==> src/common/eipc_pkg.sv <==
// Constants, register map and types shared by the interrupt priority controller.
package eipc_pkg;

	// Number of interrupt sources: four external groups and one peripheral request.
	localparam int NSRC = 5;

	// Register word indexes on the bus, byte address is four times the index.
	localparam logic [3:0] IDX_COND = 4'h0;
	localparam logic [3:0] IDX_SENSE = 4'h1;
	localparam logic [3:0] IDX_PRIO0 = 4'h2;
	localparam logic [3:0] IDX_PRIO3 = 4'h5;
	localparam logic [3:0] IDX_STATUS = 4'h6;
	localparam logic [3:0] IDX_MASK = 4'h7;
	localparam logic [3:0] IDX_MODE = 4'h8;
	localparam logic [3:0] IDX_PEND = 4'h9;
	localparam logic [3:0] IDX_SERVICE = 4'ha;

	// Software priority codes as {hi, lo}.
	localparam logic [1:0] CODE_LVL0 = 2'b10;
	localparam logic [1:0] CODE_LVL1 = 2'b01;
	localparam logic [1:0] CODE_LVL2 = 2'b00;
	localparam logic [1:0] CODE_LVL3 = 2'b11;

	// Field positions.
	localparam int CC_HI_BIT = 5;
	localparam int CC_LO_BIT = 3;
	localparam int SENSE_B_SEL_LSB = 6;
	localparam int SENSE_B_POL_BIT = 5;
	localparam int SENSE_A_SEL_LSB = 3;
	localparam int SENSE_A_POL_BIT = 2;

	// Reset values and write masks.
	localparam logic [7:0] SENSE_RESET = 8'h00;
	localparam logic [7:0] SENSE_WMASK = 8'hfc;
	localparam logic [7:0] PRIO_RESET = 8'hff;
	localparam logic [3:0] STATUS_RESET = 4'h0;
	localparam logic [3:0] MASK_RESET = 4'h0;
	localparam logic [2:0] DEPTH_RESET = 3'h0;

	// Sensitivity select codes.
	localparam logic [1:0] SEL_FALL_LOW = 2'b00;
	localparam logic [1:0] SEL_RISE = 2'b01;
	localparam logic [1:0] SEL_FALL = 2'b10;
	localparam logic [1:0] SEL_BOTH = 2'b11;

	// Sources able to end the deep stop state: all external groups.
	localparam logic [NSRC-1:0] HALT_WAKE_MASK = 5'h0f;

	// Event bits of the sticky status register.
	localparam int EV_SERVICE = 0;
	localparam int EV_WAKE_WAIT = 1;
	localparam int EV_WAKE_HALT = 2;
	localparam int EV_SENSE_DENIED = 3;

	// Core power state, Gray coded along run, wait, halt.
	typedef enum logic [1:0] {
		PWR_RUN = 2'b00,
		PWR_WAIT = 2'b01,
		PWR_HALT = 2'b11
	} eipc_pwr_t;

endpackage : eipc_pkg

==> src/verilog/eipc_top.sv <==
// Interrupt priority, sensitivity and low-power wake controller with a Wishbone slave.
//
// Overview of operation
// - Priority bits hi/lo: 10 level0, 01 level1, 00 level2, 11 level3 disabled.
// - Taking an interrupt loads the priority bits from that source's priority register.
// - Enable, disable, return, halt, wait and pop instructions also change the bits.
// - Any request ends wait; only halt-capable requests end the deep stop.
// - First service after deep stop is a halt-capable source, normally arbitrated.
// - A higher pending non-halt-capable source is serviced right after that first one.
// - Concurrent mode never preempts a service; nested mode lets higher levels preempt.
// - Hardware order low to high: main, source 4 down to 0; breaks ties.
// - Nesting overflow raises no flag and no trap.
// - Sense register resets to zero; fields as listed; bits 1:0 stay clear.
// - Port-B select drives groups 2 and 3 with the four sensitivity codes.
// - Port-A select drives groups 0 and 1 with the same codes.
// - Polarity bit inverts sensitivity of port-B or port-A low nibble only.
// - Sense field writes take effect only at level 3, otherwise ignored.
// - The four software priority registers reset to all ones.
`timescale 1ns/1ps
module eipc_top (
	input wire logic clk,
	input wire logic reset_n,
	input wire logic wb_cyc_i,
	input wire logic wb_stb_i,
	input wire logic wb_we_i,
	input wire logic [7:0] wb_adr_i,
	input wire logic [3:0] wb_sel_i,
	input wire logic [31:0] wb_dat_i,
	output logic [31:0] wb_dat_o,
	output logic wb_ack_o,
	input wire logic [3:0] porta_pins,
	input wire logic [4:0] portb_pins,
	input wire logic [2:0] portf_pins,
	input wire logic periph_irq,
	input wire logic irq_enable_instr,
	input wire logic irq_disable_instr,
	input wire logic irq_return_instr,
	input wire logic halt_instr,
	input wire logic sleep_until_irq_instr,
	input wire logic cc_pop,
	input wire logic [7:0] cc_pop_value,
	input wire logic irq_ack,
	output logic prio_bit_hi,
	output logic prio_bit_lo,
	output logic irq_req,
	output logic [2:0] irq_vector,
	output logic cpu_wake,
	output logic cpu_waiting,
	output logic cpu_halted,
	output logic irq_out
);

	// Map a priority code to a numeric level.
	function automatic logic [1:0] eipc_level(input logic [1:0] code);
		logic [1:0] lvl;
		lvl = 2'h0;
		unique case (code)
			eipc_pkg::CODE_LVL0: lvl = 2'h0;
			eipc_pkg::CODE_LVL1: lvl = 2'h1;
			eipc_pkg::CODE_LVL2: lvl = 2'h2;
			eipc_pkg::CODE_LVL3: lvl = 2'h3;
		endcase
		return lvl;
	endfunction : eipc_level

	// Detect {edge, level} for one group; unused bits are padded high and stay idle.
	function automatic logic [1:0] eipc_detect(input logic [1:0] sel, input logic [3:0] cur,
		input logic [3:0] prev);
		logic [3:0] rise;
		logic [3:0] fall;
		logic [1:0] res;
		rise = cur & ~prev;
		fall = ~cur & prev;
		res = 2'h0;
		unique case (sel)
			eipc_pkg::SEL_FALL_LOW: res = {|fall, |(~cur)};
			eipc_pkg::SEL_RISE: res = {|rise, 1'b0};
			eipc_pkg::SEL_FALL: res = {|fall, 1'b0};
			eipc_pkg::SEL_BOTH: res = {|(rise | fall), 1'b0};
		endcase
		return res;
	endfunction : eipc_detect

	// Pick the eligible source of highest level; lower index wins a tie. Returns {valid, idx}.
	function automatic logic [3:0] eipc_pick(input logic [eipc_pkg::NSRC-1:0] elig,
		input logic [2*eipc_pkg::NSRC-1:0] codes);
		logic [3:0] best;
		logic [1:0] best_lvl;
		logic [1:0] lvl;
		best = 4'h0;
		best_lvl = 2'h0;
		for (int s = eipc_pkg::NSRC - 1; s >= 0; s--) begin
			lvl = eipc_level(codes[2*s +: 2]);
			if (elig[s] && (!best[3] || lvl >= best_lvl)) begin
				best = {1'b1, 3'(s)};
				best_lvl = lvl;
			end
		end
		return best;
	endfunction : eipc_pick

	logic [1:0] cc_code, ack_code;
	logic [7:0] sense;
	logic [7:0] prio_reg [4];
	logic [3:0] status, mask, pend, winner, grp_edge, grp_level, events, next_status, wb_idx;
	logic [2:0] depth;
	logic nested_mode, halt_first, wb_mapped, wr_fire, cc_wr, sense_wr, wake_wait, wake_halt;
	eipc_pkg::eipc_pwr_t pwr;
	logic [11:0] pin_s1, pin_s2, pin_prev;
	logic [eipc_pkg::NSRC-1:0] req, elig;
	logic [2*eipc_pkg::NSRC-1:0] src_codes;
	logic [31:0] next_rdata;

	assign prio_bit_hi = cc_code[1];
	assign prio_bit_lo = cc_code[0];

	// Bus decode; a write lands only at the edge where the master sees ack.
	assign wb_idx = wb_adr_i[5:2];
	assign wb_mapped = (wb_adr_i[7:6] == 2'h0) && (wb_idx <= eipc_pkg::IDX_SERVICE);
	assign wr_fire = wb_cyc_i && wb_stb_i && wb_we_i && wb_ack_o && wb_sel_i[0] && wb_mapped;
	assign cc_wr = wr_fire && (wb_idx == eipc_pkg::IDX_COND);
	assign sense_wr = wr_fire && (wb_idx == eipc_pkg::IDX_SENSE);

	// Two-stage pin synchroniser followed by a previous-sample stage for edges.
	always_ff @(posedge clk) begin
		if (!reset_n) begin
			pin_s1 <= 12'hfff;
			pin_s2 <= 12'hfff;
			pin_prev <= 12'hfff;
		end else begin
			pin_s1 <= {portf_pins, portb_pins, porta_pins};
			pin_s2 <= pin_s1;
			pin_prev <= pin_s2;
		end
	end

	// Group sensitivity; polarity flips the sampled level so the both-edge code is unaffected.
	always_comb begin
		logic [1:0] d0;
		logic [1:0] d1;
		logic [1:0] d2;
		logic [1:0] d3;
		logic pa;
		logic pb;
		pa = sense[eipc_pkg::SENSE_A_POL_BIT];
		pb = sense[eipc_pkg::SENSE_B_POL_BIT];
		d0 = eipc_detect(sense[eipc_pkg::SENSE_A_SEL_LSB +: 2], pin_s2[3:0] ^ {4{pa}},
			pin_prev[3:0] ^ {4{pa}});
		d1 = eipc_detect(sense[eipc_pkg::SENSE_A_SEL_LSB +: 2], {1'b1, pin_s2[11:9]},
			{1'b1, pin_prev[11:9]});
		d2 = eipc_detect(sense[eipc_pkg::SENSE_B_SEL_LSB +: 2], pin_s2[7:4] ^ {4{pb}},
			pin_prev[7:4] ^ {4{pb}});
		d3 = eipc_detect(sense[eipc_pkg::SENSE_B_SEL_LSB +: 2], {3'b111, pin_s2[8]},
			{3'b111, pin_prev[8]});
		grp_edge = {d3[1], d2[1], d1[1], d0[1]};
		grp_level = {d3[0], d2[0], d1[0], d0[0]};
	end

	// Edge events are latched until serviced; a new edge in the ack cycle wins.
	always_ff @(posedge clk) begin
		if (!reset_n) begin
			pend <= 4'h0;
		end else begin
			for (int g = 0; g < 4; g++) begin
				if (grp_edge[g]) begin
					pend[g] <= 1'b1;
				end else if (irq_ack && irq_vector == 3'(g)) begin
					pend[g] <= 1'b0;
				end
			end
		end
	end

	// Requests, eligibility and arbitration.
	always_comb begin
		req = {periph_irq, pend | grp_level};
		src_codes = {prio_reg[1][1:0], prio_reg[0]};
		ack_code = src_codes[2*irq_vector +: 2];
		for (int s = 0; s < eipc_pkg::NSRC; s++) begin
			elig[s] = req[s] && (eipc_level(src_codes[2*s +: 2]) > eipc_level(cc_code))
				&& (nested_mode || depth == eipc_pkg::DEPTH_RESET)
				&& (!halt_first || eipc_pkg::HALT_WAKE_MASK[s]);
		end
		winner = eipc_pick(elig, src_codes);
	end

	// Request to the core is withdrawn in the ack cycle and rebuilt only while running.
	always_ff @(posedge clk) begin
		if (!reset_n) begin
			irq_req <= 1'b0;
			irq_vector <= 3'h0;
		end else if (irq_ack) begin
			irq_req <= 1'b0;
		end else begin
			irq_req <= winner[3] && (pwr == eipc_pkg::PWR_RUN);
			irq_vector <= winner[2:0];
		end
	end

	// Current priority bits; service entry outranks instructions, which outrank the bus.
	always_ff @(posedge clk) begin
		if (!reset_n) begin
			cc_code <= eipc_pkg::CODE_LVL3;
		end else if (irq_ack) begin
			cc_code <= ack_code;
		end else if (irq_return_instr || cc_pop) begin
			cc_code <= {cc_pop_value[eipc_pkg::CC_HI_BIT], cc_pop_value[eipc_pkg::CC_LO_BIT]};
		end else if (irq_enable_instr || halt_instr || sleep_until_irq_instr) begin
			cc_code <= eipc_pkg::CODE_LVL0;
		end else if (irq_disable_instr) begin
			cc_code <= eipc_pkg::CODE_LVL3;
		end else if (cc_wr) begin
			cc_code <= {wb_dat_i[eipc_pkg::CC_HI_BIT], wb_dat_i[eipc_pkg::CC_LO_BIT]};
		end
	end

	// Nesting depth wraps silently; a deep stack is software's concern.
	always_ff @(posedge clk) begin
		if (!reset_n) begin
			depth <= eipc_pkg::DEPTH_RESET;
		end else if (irq_ack) begin
			depth <= depth + 3'h1;
		end else if (irq_return_instr && depth != eipc_pkg::DEPTH_RESET) begin
			depth <= depth - 3'h1;
		end
	end

	// Power state and wake; halt exit restricts the next service to halt-capable sources.
	assign wake_wait = (pwr == eipc_pkg::PWR_WAIT) && (|req);
	assign wake_halt = (pwr == eipc_pkg::PWR_HALT) && (|(req & eipc_pkg::HALT_WAKE_MASK));
	always_ff @(posedge clk) begin
		if (!reset_n) begin
			pwr <= eipc_pkg::PWR_RUN;
			halt_first <= 1'b0;
			cpu_wake <= 1'b0;
		end else begin
			cpu_wake <= wake_wait || wake_halt;
			if (irq_ack) begin
				halt_first <= 1'b0;
			end
			unique case (pwr)
				eipc_pkg::PWR_RUN: begin
					if (halt_instr) begin
						pwr <= eipc_pkg::PWR_HALT;
					end else if (sleep_until_irq_instr) begin
						pwr <= eipc_pkg::PWR_WAIT;
					end
				end
				eipc_pkg::PWR_WAIT: begin
					if (wake_wait) begin
						pwr <= eipc_pkg::PWR_RUN;
					end
				end
				eipc_pkg::PWR_HALT: begin
					if (wake_halt) begin
						pwr <= eipc_pkg::PWR_RUN;
						halt_first <= 1'b1;
					end
				end
				default: pwr <= eipc_pkg::PWR_RUN;
			endcase
		end
	end

	// State flags for the core, registered for clean outputs.
	always_ff @(posedge clk) begin
		if (!reset_n) begin
			cpu_waiting <= 1'b0;
			cpu_halted <= 1'b0;
		end else begin
			cpu_waiting <= (pwr == eipc_pkg::PWR_WAIT);
			cpu_halted <= (pwr == eipc_pkg::PWR_HALT);
		end
	end

	// Sensitivity register; reserved bits are forced clear on every accepted write.
	always_ff @(posedge clk) begin
		if (!reset_n) begin
			sense <= eipc_pkg::SENSE_RESET;
		end else if (sense_wr && cc_code == eipc_pkg::CODE_LVL3) begin
			sense <= wb_dat_i[7:0] & eipc_pkg::SENSE_WMASK;
		end
	end

	// Software priority registers and mode.
	always_ff @(posedge clk) begin
		if (!reset_n) begin
			for (int k = 0; k < 4; k++) begin
				prio_reg[k] <= eipc_pkg::PRIO_RESET;
			end
			nested_mode <= 1'b0;
			mask <= eipc_pkg::MASK_RESET;
		end else if (wr_fire) begin
			if (wb_idx >= eipc_pkg::IDX_PRIO0 && wb_idx <= eipc_pkg::IDX_PRIO3) begin
				prio_reg[2'(wb_idx - eipc_pkg::IDX_PRIO0)] <= wb_dat_i[7:0];
			end
			if (wb_idx == eipc_pkg::IDX_MODE) begin
				nested_mode <= wb_dat_i[0];
			end
			if (wb_idx == eipc_pkg::IDX_MASK) begin
				mask <= wb_dat_i[3:0];
			end
		end
	end

	// Sticky events, write one to clear; a set in the same cycle wins over the clear.
	always_comb begin
		events = 4'h0;
		events[eipc_pkg::EV_SERVICE] = irq_ack;
		events[eipc_pkg::EV_WAKE_WAIT] = wake_wait;
		events[eipc_pkg::EV_WAKE_HALT] = wake_halt;
		events[eipc_pkg::EV_SENSE_DENIED] = sense_wr && (cc_code != eipc_pkg::CODE_LVL3);
		next_status = status;
		if (wr_fire && wb_idx == eipc_pkg::IDX_STATUS) begin
			next_status = status & ~wb_dat_i[3:0];
		end
		next_status = next_status | events;
	end

	always_ff @(posedge clk) begin
		if (!reset_n) begin
			status <= eipc_pkg::STATUS_RESET;
			irq_out <= 1'b0;
		end else begin
			status <= next_status;
			irq_out <= |(next_status & mask);
		end
	end

	// Read mux; unmapped addresses read zero and still get an ack.
	always_comb begin
		next_rdata = 32'h0;
		if (wb_mapped) begin
			unique case (wb_idx)
				eipc_pkg::IDX_COND: begin
					next_rdata[eipc_pkg::CC_HI_BIT] = cc_code[1];
					next_rdata[eipc_pkg::CC_LO_BIT] = cc_code[0];
				end
				eipc_pkg::IDX_SENSE: next_rdata[7:0] = sense;
				eipc_pkg::IDX_STATUS: next_rdata[3:0] = status;
				eipc_pkg::IDX_MASK: next_rdata[3:0] = mask;
				eipc_pkg::IDX_MODE: next_rdata[0] = nested_mode;
				eipc_pkg::IDX_PEND: next_rdata[4:0] = req;
				eipc_pkg::IDX_SERVICE: next_rdata[5:0] = {halt_first, pwr, depth};
				default: next_rdata[7:0] = prio_reg[2'(wb_idx - eipc_pkg::IDX_PRIO0)];
			endcase
		end
	end

	// Single-wait-state slave: ack one cycle after the request, dropped the next cycle.
	always_ff @(posedge clk) begin
		if (!reset_n) begin
			wb_ack_o <= 1'b0;
			wb_dat_o <= 32'h0;
		end else begin
			wb_ack_o <= wb_cyc_i && wb_stb_i && !wb_ack_o;
			if (wb_cyc_i && wb_stb_i && !wb_ack_o) begin
				wb_dat_o <= next_rdata;
			end
		end
	end

	sense_gate_a: assert property (@(posedge clk) disable iff (!reset_n)
		sense_wr && cc_code != eipc_pkg::CODE_LVL3 |=> $stable(sense))
		else $error("Sense register changed outside level 3.");
	sense_write_a: assert property (@(posedge clk) disable iff (!reset_n)
		sense_wr && cc_code == eipc_pkg::CODE_LVL3
		|=> sense == ($past(wb_dat_i[7:0]) & eipc_pkg::SENSE_WMASK))
		else $error("Accepted sense write not stored with reserved bits clear.");
	entry_load_a: assert property (@(posedge clk) disable iff (!reset_n)
		irq_ack |=> cc_code == $past(ack_code))
		else $error("Priority bits not loaded from the serviced source.");
	rim_level_a: assert property (@(posedge clk) disable iff (!reset_n)
		irq_enable_instr && !irq_ack && !irq_return_instr && !cc_pop
		|=> cc_code == eipc_pkg::CODE_LVL0 ##1 !irq_req || cc_code != eipc_pkg::CODE_LVL3)
		else $error("Enable instruction did not set level 0.");
	concurrent_a: assert property (@(posedge clk) disable iff (!reset_n)
		!nested_mode && depth != eipc_pkg::DEPTH_RESET && !irq_ack && !irq_return_instr
		|=> !irq_req)
		else $error("Preemption requested in concurrent mode.");
	halt_hold_a: assert property (@(posedge clk) disable iff (!reset_n)
		pwr == eipc_pkg::PWR_HALT && (req & eipc_pkg::HALT_WAKE_MASK) == 5'h00
		|=> pwr == eipc_pkg::PWR_HALT)
		else $error("Deep stop left without a halt-capable request.");
	wait_wake_a: assert property (@(posedge clk) disable iff (!reset_n)
		pwr == eipc_pkg::PWR_WAIT && |req |=> pwr == eipc_pkg::PWR_RUN && cpu_wake)
		else $error("Wait state not left on a request.");
	halt_first_a: assert property (@(posedge clk) disable iff (!reset_n)
		halt_first && irq_req |-> eipc_pkg::HALT_WAKE_MASK[irq_vector])
		else $error("First service after deep stop is not halt-capable.");
	edge_pend_a: assert property (@(posedge clk) disable iff (!reset_n)
		pin_s2[8] && !pin_prev[8] && sense[eipc_pkg::SENSE_B_SEL_LSB +: 2] == eipc_pkg::SEL_RISE
		|=> pend[3])
		else $error("Rising edge on group 3 not latched.");

endmodule : eipc_top

==> config.mk <==
export PLATFORM = sky130hd
export DESIGN_NAME = eipc_top
export DESIGN_NICKNAME = d
export VERILOG_FILES = /design/src/common/eipc_pkg.sv /design/src/verilog/eipc_top.sv
export SDC_FILE = /design/constraint.sdc
export NUM_CORES = 1
export LEC_CHECK = 0
export BUFFER_PORTS_ARGS = -buffer_cell sky130_fd_sc_hd__buf_2
export CORE_AREA = 2 2 116 118
export DETAILED_ROUTE_END_ITERATION = 10
export DIE_AREA = 0 0 118 120
export GPL_TIMING_DRIVEN = 0
export PLACE_DENSITY = 0.81
export REMOVE_ABC_BUFFERS = 1
export SYNTH_ARGS = -nofsm -noshare
export SYNTH_HDL_FRONTEND = slang
export SYNTH_SLANG_ARGS = --single-unit
==> constraint.sdc <==
create_clock -name clk -period 6 [get_ports clk]
set_input_delay 0 -clock clk [delete_from_list [all_inputs] [get_ports clk]]
set_output_delay 0 -clock clk [all_outputs]
set_load 0.05 [all_outputs]
### After elaboration in Yosys (flattened, before gate mapping)

Memories as Yosys holds them, arrays and structs flattened.
Cells that the tools add are included.

* RAM bits: 32
* input port bits: 77
* flip-flop bits (word level): 80
* memories kept: 1
* output and inout bits: 43

* bitwise logic cells: 30
* shifts and indexed selects: 1
* magnitude comparators: 12
* eq/ne operators: 39
* muxes and demuxes: 58
* add/sub/neg operators: 3
* reductions and logical operators: 100

Memories
* prio_reg: words 4, bits a word 8, rd ports 3, clocked after Yosys merged registers in 0, write ports 4, line eipc_top.sv:104 `logic [7:0] prio_reg [4];`

Operators by type and width (number)
* one-hot mux 2 bit (4 select lines): 10
* OR reduction 4 bit: 20
* AND 4 bit: 10
* logical AND 1 bit: 36
* NOT 4 bit: 9
* equality test 2 bit, second input constant: 17
* two-way mux 2 bit: 14
* two-way mux 4 bit: 6
* bitwise OR 4 bit: 6
* logical NOT 2 bit: 10
* equality test 2 x 1 -> 1 bit, second input constant: 9
* two-way mux 1 bit: 17
* two-way mux 8 bit: 2
* bitwise XOR 4 bit: 4
* equality test 4 bit, second input constant: 3
* one-hot mux 2 bit (6 select lines): 1
* > comparator 2 bit: 5
* nonzero test 2 bit: 5
* variable part select 10 x 5 -> 2 bit: 1
* logical OR 1 bit: 9
* equality test 4 x 3 -> 1 bit, second input constant: 2
* >= comparator 2 bit: 4
* one-hot mux 1 bit (4 select lines): 2
* OR reduction 8 bit: 1
* 27 further kinds: 40

### Logic depth before layout (Yosys ltp)

An unclocked memory read counts as a cell.

* word-level depth: 25
* gate-level depth with buffers: 33

### Worst setup path before layout

OpenSTA, ideal clock, no wires.

* path kind: register to register
* from: register cc_code[1]
* to: register irq_vector[2]
* arrival: 6910 ps
* library setup time: 101 ps
* slack: -1011 ps
* buffers on the path: 0
* cell stages (with the launch flop): 32
* data required time: 5899 ps
* path through: dfxtp_1 > inv_1 > ha_1 > inv_1 > ha_1 > nor2b_1 > o2111ai_1 > nor3_1 > ha_1 > nand2b_1 > a21oi_1 > a211oi_1 > mux2_2 > inv_1 > ha_1 > a21boi_0 > a2111oi_0 > nor2_1 > mux2i_1 > ha_1 > nand2b_1 > a21o_1 > a211o_1 > o211ai_1 > mux2_2 > ha_1 > nand2b_1 > a21oi_1 > o41ai_1 > a41oi_1 > nand2_1 > o41ai_1

* cells in the longest elaborated chain, start to end: 23
* elaborated cells between the ends (all ways): 46
* those cells by class: order compare (9); eq/ne (3); mux (10); reduce/logical (24)

RTL lines
* from (decl): line eipc_top.sv:102 `logic [1:0] cc_code, ack_code;`
* from (signal assigned): line eipc_top.sv:203 `cc_code <= eipc_pkg::CODE_LVL3;`
* from (signal assigned): line eipc_top.sv:205 `cc_code <= ack_code;`
* from (signal assigned): line eipc_top.sv:207 `cc_code <= {cc_pop_value[eipc_pkg::CC_HI_BIT], cc_pop_value[eipc_pkg::CC_LO_BIT]};`
* equality test 2 bit (tied with other cells): line eipc_top.sv:57 `unique case (code)`
* one-hot mux 2 bit (4 select lines) (*): line eipc_top.sv:57
* > comparator 2 bit: line eipc_top.sv:180 `elig[s] = req[s] && (eipc_level(src_codes[2*s +: 2]) > eipc_level(cc_code))`
* logical AND 1 bit: line eipc_top.sv:180
* logical AND 1 bit: line eipc_top.sv:181 `&& (nested_mode || depth == eipc_pkg::DEPTH_RESET)`
* logical AND 1 bit: line eipc_top.sv:182 `&& (!halt_first || eipc_pkg::HALT_WAKE_MASK[s]);`
* two-way mux 2 bit or two-way mux 4 bit (tied branches): line eipc_top.sv:94 `if (elig[s] && (!best[3] || lvl >= best_lvl)) begin`
* >= comparator 2 bit or logical NOT 1 bit (tied branches): line eipc_top.sv:94
* (+7 left out)
* >= comparator 2 bit or logical NOT 1 bit (tied branches): line eipc_top.sv:94
* logical OR 1 bit: line eipc_top.sv:94
* logical AND 1 bit: line eipc_top.sv:94
* two-way mux 2 bit or two-way mux 4 bit (tied branches): line eipc_top.sv:94
* >= comparator 2 bit or logical NOT 1 bit (tied branches): line eipc_top.sv:94
* logical OR 1 bit: line eipc_top.sv:94
* logical AND 1 bit: line eipc_top.sv:94
* two-way mux 4 bit (*): line eipc_top.sv:94
* to (signal assigned): line eipc_top.sv:196 `irq_vector <= winner[2:0];`
* to (decl): line eipc_top.sv:46 `output logic [2:0] irq_vector,`

Mark *: on every way between the ends. The rest lies on a longest branch, timed or not.
A chain may end at the register's enable or synchronous reset.

### Worst setup path after layout

* from: register cc_code[0]
* to: register irq_vector[2]

The elaborated chain is that of the path after synthesis.

==> impl_metrics.tcl <==
set metrics [dict create \
    outcome "complete, but fails checks" \
    violations "setup timing" \
    clkLatencyLatePin_ns 0.37 \
    wl_per_cell_um 17.0 \
    synth_ff_type "dfxtp_1" \
    start_util_pct 49.9 \
    r2r_end "irq_vector[2]$_SDFFE_PN0N_" \
    numCtsBuffers 9 \
    pre_cts_slack_ns -1.64 \
    leakage_nw 3.33 \
    drtIter0Drc 542 \
    slew_violations 0 \
    synth_seq_area_share_pct 39.5 \
    drv_cap 0 \
    syn_inst 677 \
    placedCellCount 881 \
    relSlewSlack_pct 4.90 \
    ys_ff_latch 112 \
    dieHeight_um 120 \
    grt_usage_pct 22.7 \
    pwr_density_cell_nw_per_um2 242 \
    io_buffer_count 60 \
    synth.distinct_cells 69 \
    netSwitchingPower_mw 0.582 \
    final_core_util_pct 59.8 \
    core_um2 13000 \
    r2r-start "cc_code[0]$_SDFFE_PN1P_" \
    finalSetupTns_ns -2.02 \
    power_frac_comb_pct 23.8 \
    layout_common_cells "dfxtp_1 (78), buf_2 (60), inv_1 (56)" \
    layout_min_cycle_time_ns 6.71 \
    die_w_um 118 \
    cts_tree "done" \
    cts-root-buf "clkbuf_16" \
    criticalPathCategory "register to register" \
    antenna_found_initial 0 \
    wl_met1_um 6550 \
    finalClockSkew_ns 0.0153 \
    r2r_slack_ns -0.71 \
    drive_above_1_share_pct 22.7 \
    largest_register_ffs 32 \
    fin_ws_ns -0.711 \
    final_common_cell "dfxtp_1" \
    swShare_pct 31.0 \
    place_area_um2 6770 \
    finalHoldViolCount 0 \
    via_count 5309 \
    nFillCells 1056 \
    power.total_mw 1.88 \
    drtPass1Iterations 5 \
    topRoutingLayerUsed "met4" \
    postLayoutCellArea_um2 7760 \
    dpl.hpwl_um 10600 \
    endpoint "irq_vector[2]$_SDFFE_PN0N_" \
    worstPathRequired_ns 6.27 \
    h-tree-depth 3 \
    tightest_slew_ns 1.41 \
    cp_slowest_cell "dfxtp_4" \
    path_max_fanout 7 \
    ios 120 \
    synthArstFlopShare_pct 0 \
    std_cell_rows 42 \
    antenna_left 0 \
    fin_hold_ws_ns 0.0126 \
    dieArea_um2 14200 \
    fin_crit_sh_pct 112 \
    clockBufferDepth 2 \
    wl_met2_um 7630 \
    grt_setup_unrepaired "true" \
    grt_pass1_vias 5114 \
    antenna_cells 0 \
    finalSetupViolations 3 \
    grt_max_degree 59 \
    syn2layout_area_growth_pct 19.7 \
    avgSynthCellArea_um2 9.58 \
    startpoint_type "register" \
    wl_um 16100 \
    critPathMaxStageDelay_ns 0.42 \
    synth_area_um2 6480 \
    grt-ovfl-total 0 \
    yosys_warnings 0 \
    hold_class "input pin to register" \
    worstPathArrival_ns 6.98 \
    grt_pass1_wl_um 25100 \
    place_congestion 0.889 \
    seq_power_share_pct 44.3 \
    cts.clk_slew.worst_paths_ns 0.08 \
    rr_worst_depth 31 \
    numClockSinks 112 \
    vias_per_cell 5.60 \
    cp-end-kind "register" \
    wl_met3_um 1270 \
    nNetsFinal 905 \
    instances_no_fill 948 \
    ir_drop_v 0.000219 \
    intPower_mw 1.30 \
    drc 0 \
    max_freq_mhz 149 \
    clockPowerShare_pct 32.0 \
    critPathLaunch "cc_code[0]$_SDFFE_PN1P_" \
    synth_edf_count 32 \
]
-- how the worst min path moves through the flow --
stage / start / end / slack, ns / cells past startpoint
2_1_floorplan: reset_n / cc_code[0]$_SDFFE_PN1P_ / 0.06 / 1
3_3_place_gp: porta_pins[2] / pin_s1[2]$_SDFF_PN1_ / 0.18 / 2
3_5_place_dp: portf_pins[0] / pin_s1[9]$_SDFF_PN1_ / 0.18 / 2
4_1_cts: irq_ack / irq_vector[1]$_SDFFE_PN0N_ / 0.02 / 3
5_1_grt: irq_ack / irq_vector[1]$_SDFFE_PN0N_ / 0.009 / 3
6_report: irq_ack / irq_vector[1]$_SDFFE_PN0N_ / 0.01 / 3
-- synth_stat cells (all sizes together) (4+ instances only) --
library cell	number	share of area (%)
nor3	11	1.0
nor2	50	2.9
ha	60	12
mux4	10	3.5
a21o	4	0.46
dfxtp	80	25
o221ai	6	0.91
nand2b	40	3.9
o21ai	22	1.7
buf	30	3.4
nand3	13	1.0
mux2i	17	2.6
edfxtp	32	15
clkbuf	25	1.4
nand2	38	2.2
or2	16	1.5
nand3b	4	0.46
a22oi	7	0.81
xor2	16	2.2
and3	5	0.48
a21oi	22	1.7
or4	4	0.46
nor2b	10	0.97
o21bai	4	0.46
o41ai	6	0.81
or3	18	1.7
inv	61	3.5
-- power groups by stage --
stage          sequential, mW  combinational [mW]  clock, mW
2_1_floorplan           0.857               0.203          0
3_3_place_gp            0.847               0.299          0
3_5_place_dp            0.848               0.307          0
4_1_cts                 0.831               0.381      0.605
5_1_grt                 0.835               0.479      0.639
6_report                0.831               0.446      0.600
-- cell families (layout without fill, tap and decap cells) --
logic type                 Yosys count  count (layout)  synth area share (%)
and+or+nand+nor                    227             227                  18.9
adders and majority gates           61              61                  11.9
buffers and inverters              116             188                  8.42
DFF                                112             112                  39.5
muxes                               30              30                  6.62
other                                1              24                0.0578
AOI/OAI and AO/OA                  111             111                  12.1
xor gates and xnor gates            19              19                  2.57
-- layer usage --
layer  up-vias  track usage [%]
met5         -                0
met1      2512             26.9
met2       245             38.2
met3        53             6.75
li1       2499                -
met4         0             10.1
-- timing repair --
item,in CTS,in global routing
hold endpoints to repair,32,0
endpoints found under the setup margin,3,3
pin swaps,20,16
buffers inserted,19,12
hold buffers,20,0
resized for setup,34,15
-- final cells by class --
| type | count | area [um2] | area share (%) |
|---|---|---|---|
| clock inverter | 6 | 55.1 | 0.710 |
| clock buffer | 10 | 239 | 3.08 |
| multi-input combinational | 472 | 3710 | 47.8 |
| inverter | 61 | 231 | 2.98 |
| tap | 176 | 220 | 2.84 |
| timing repair buffer | 111 | 733 | 9.45 |
| sequential | 112 | 2570 | 33.1 |
-- critical path, delay by kind of cell (launching register included) --
kind                     cells  cell delay, ns
AND/OR/NAND/NOR              6            0.91
buffers and inverters        4            0.49
AO/OA/AOI/OAI               12            2.47
flip-flops                   1            0.42
multiplexers                 3            0.87
adder cells (fa/ha/maj)      6            1.47
No activity file was read; power rests on OpenSTA's default activity.
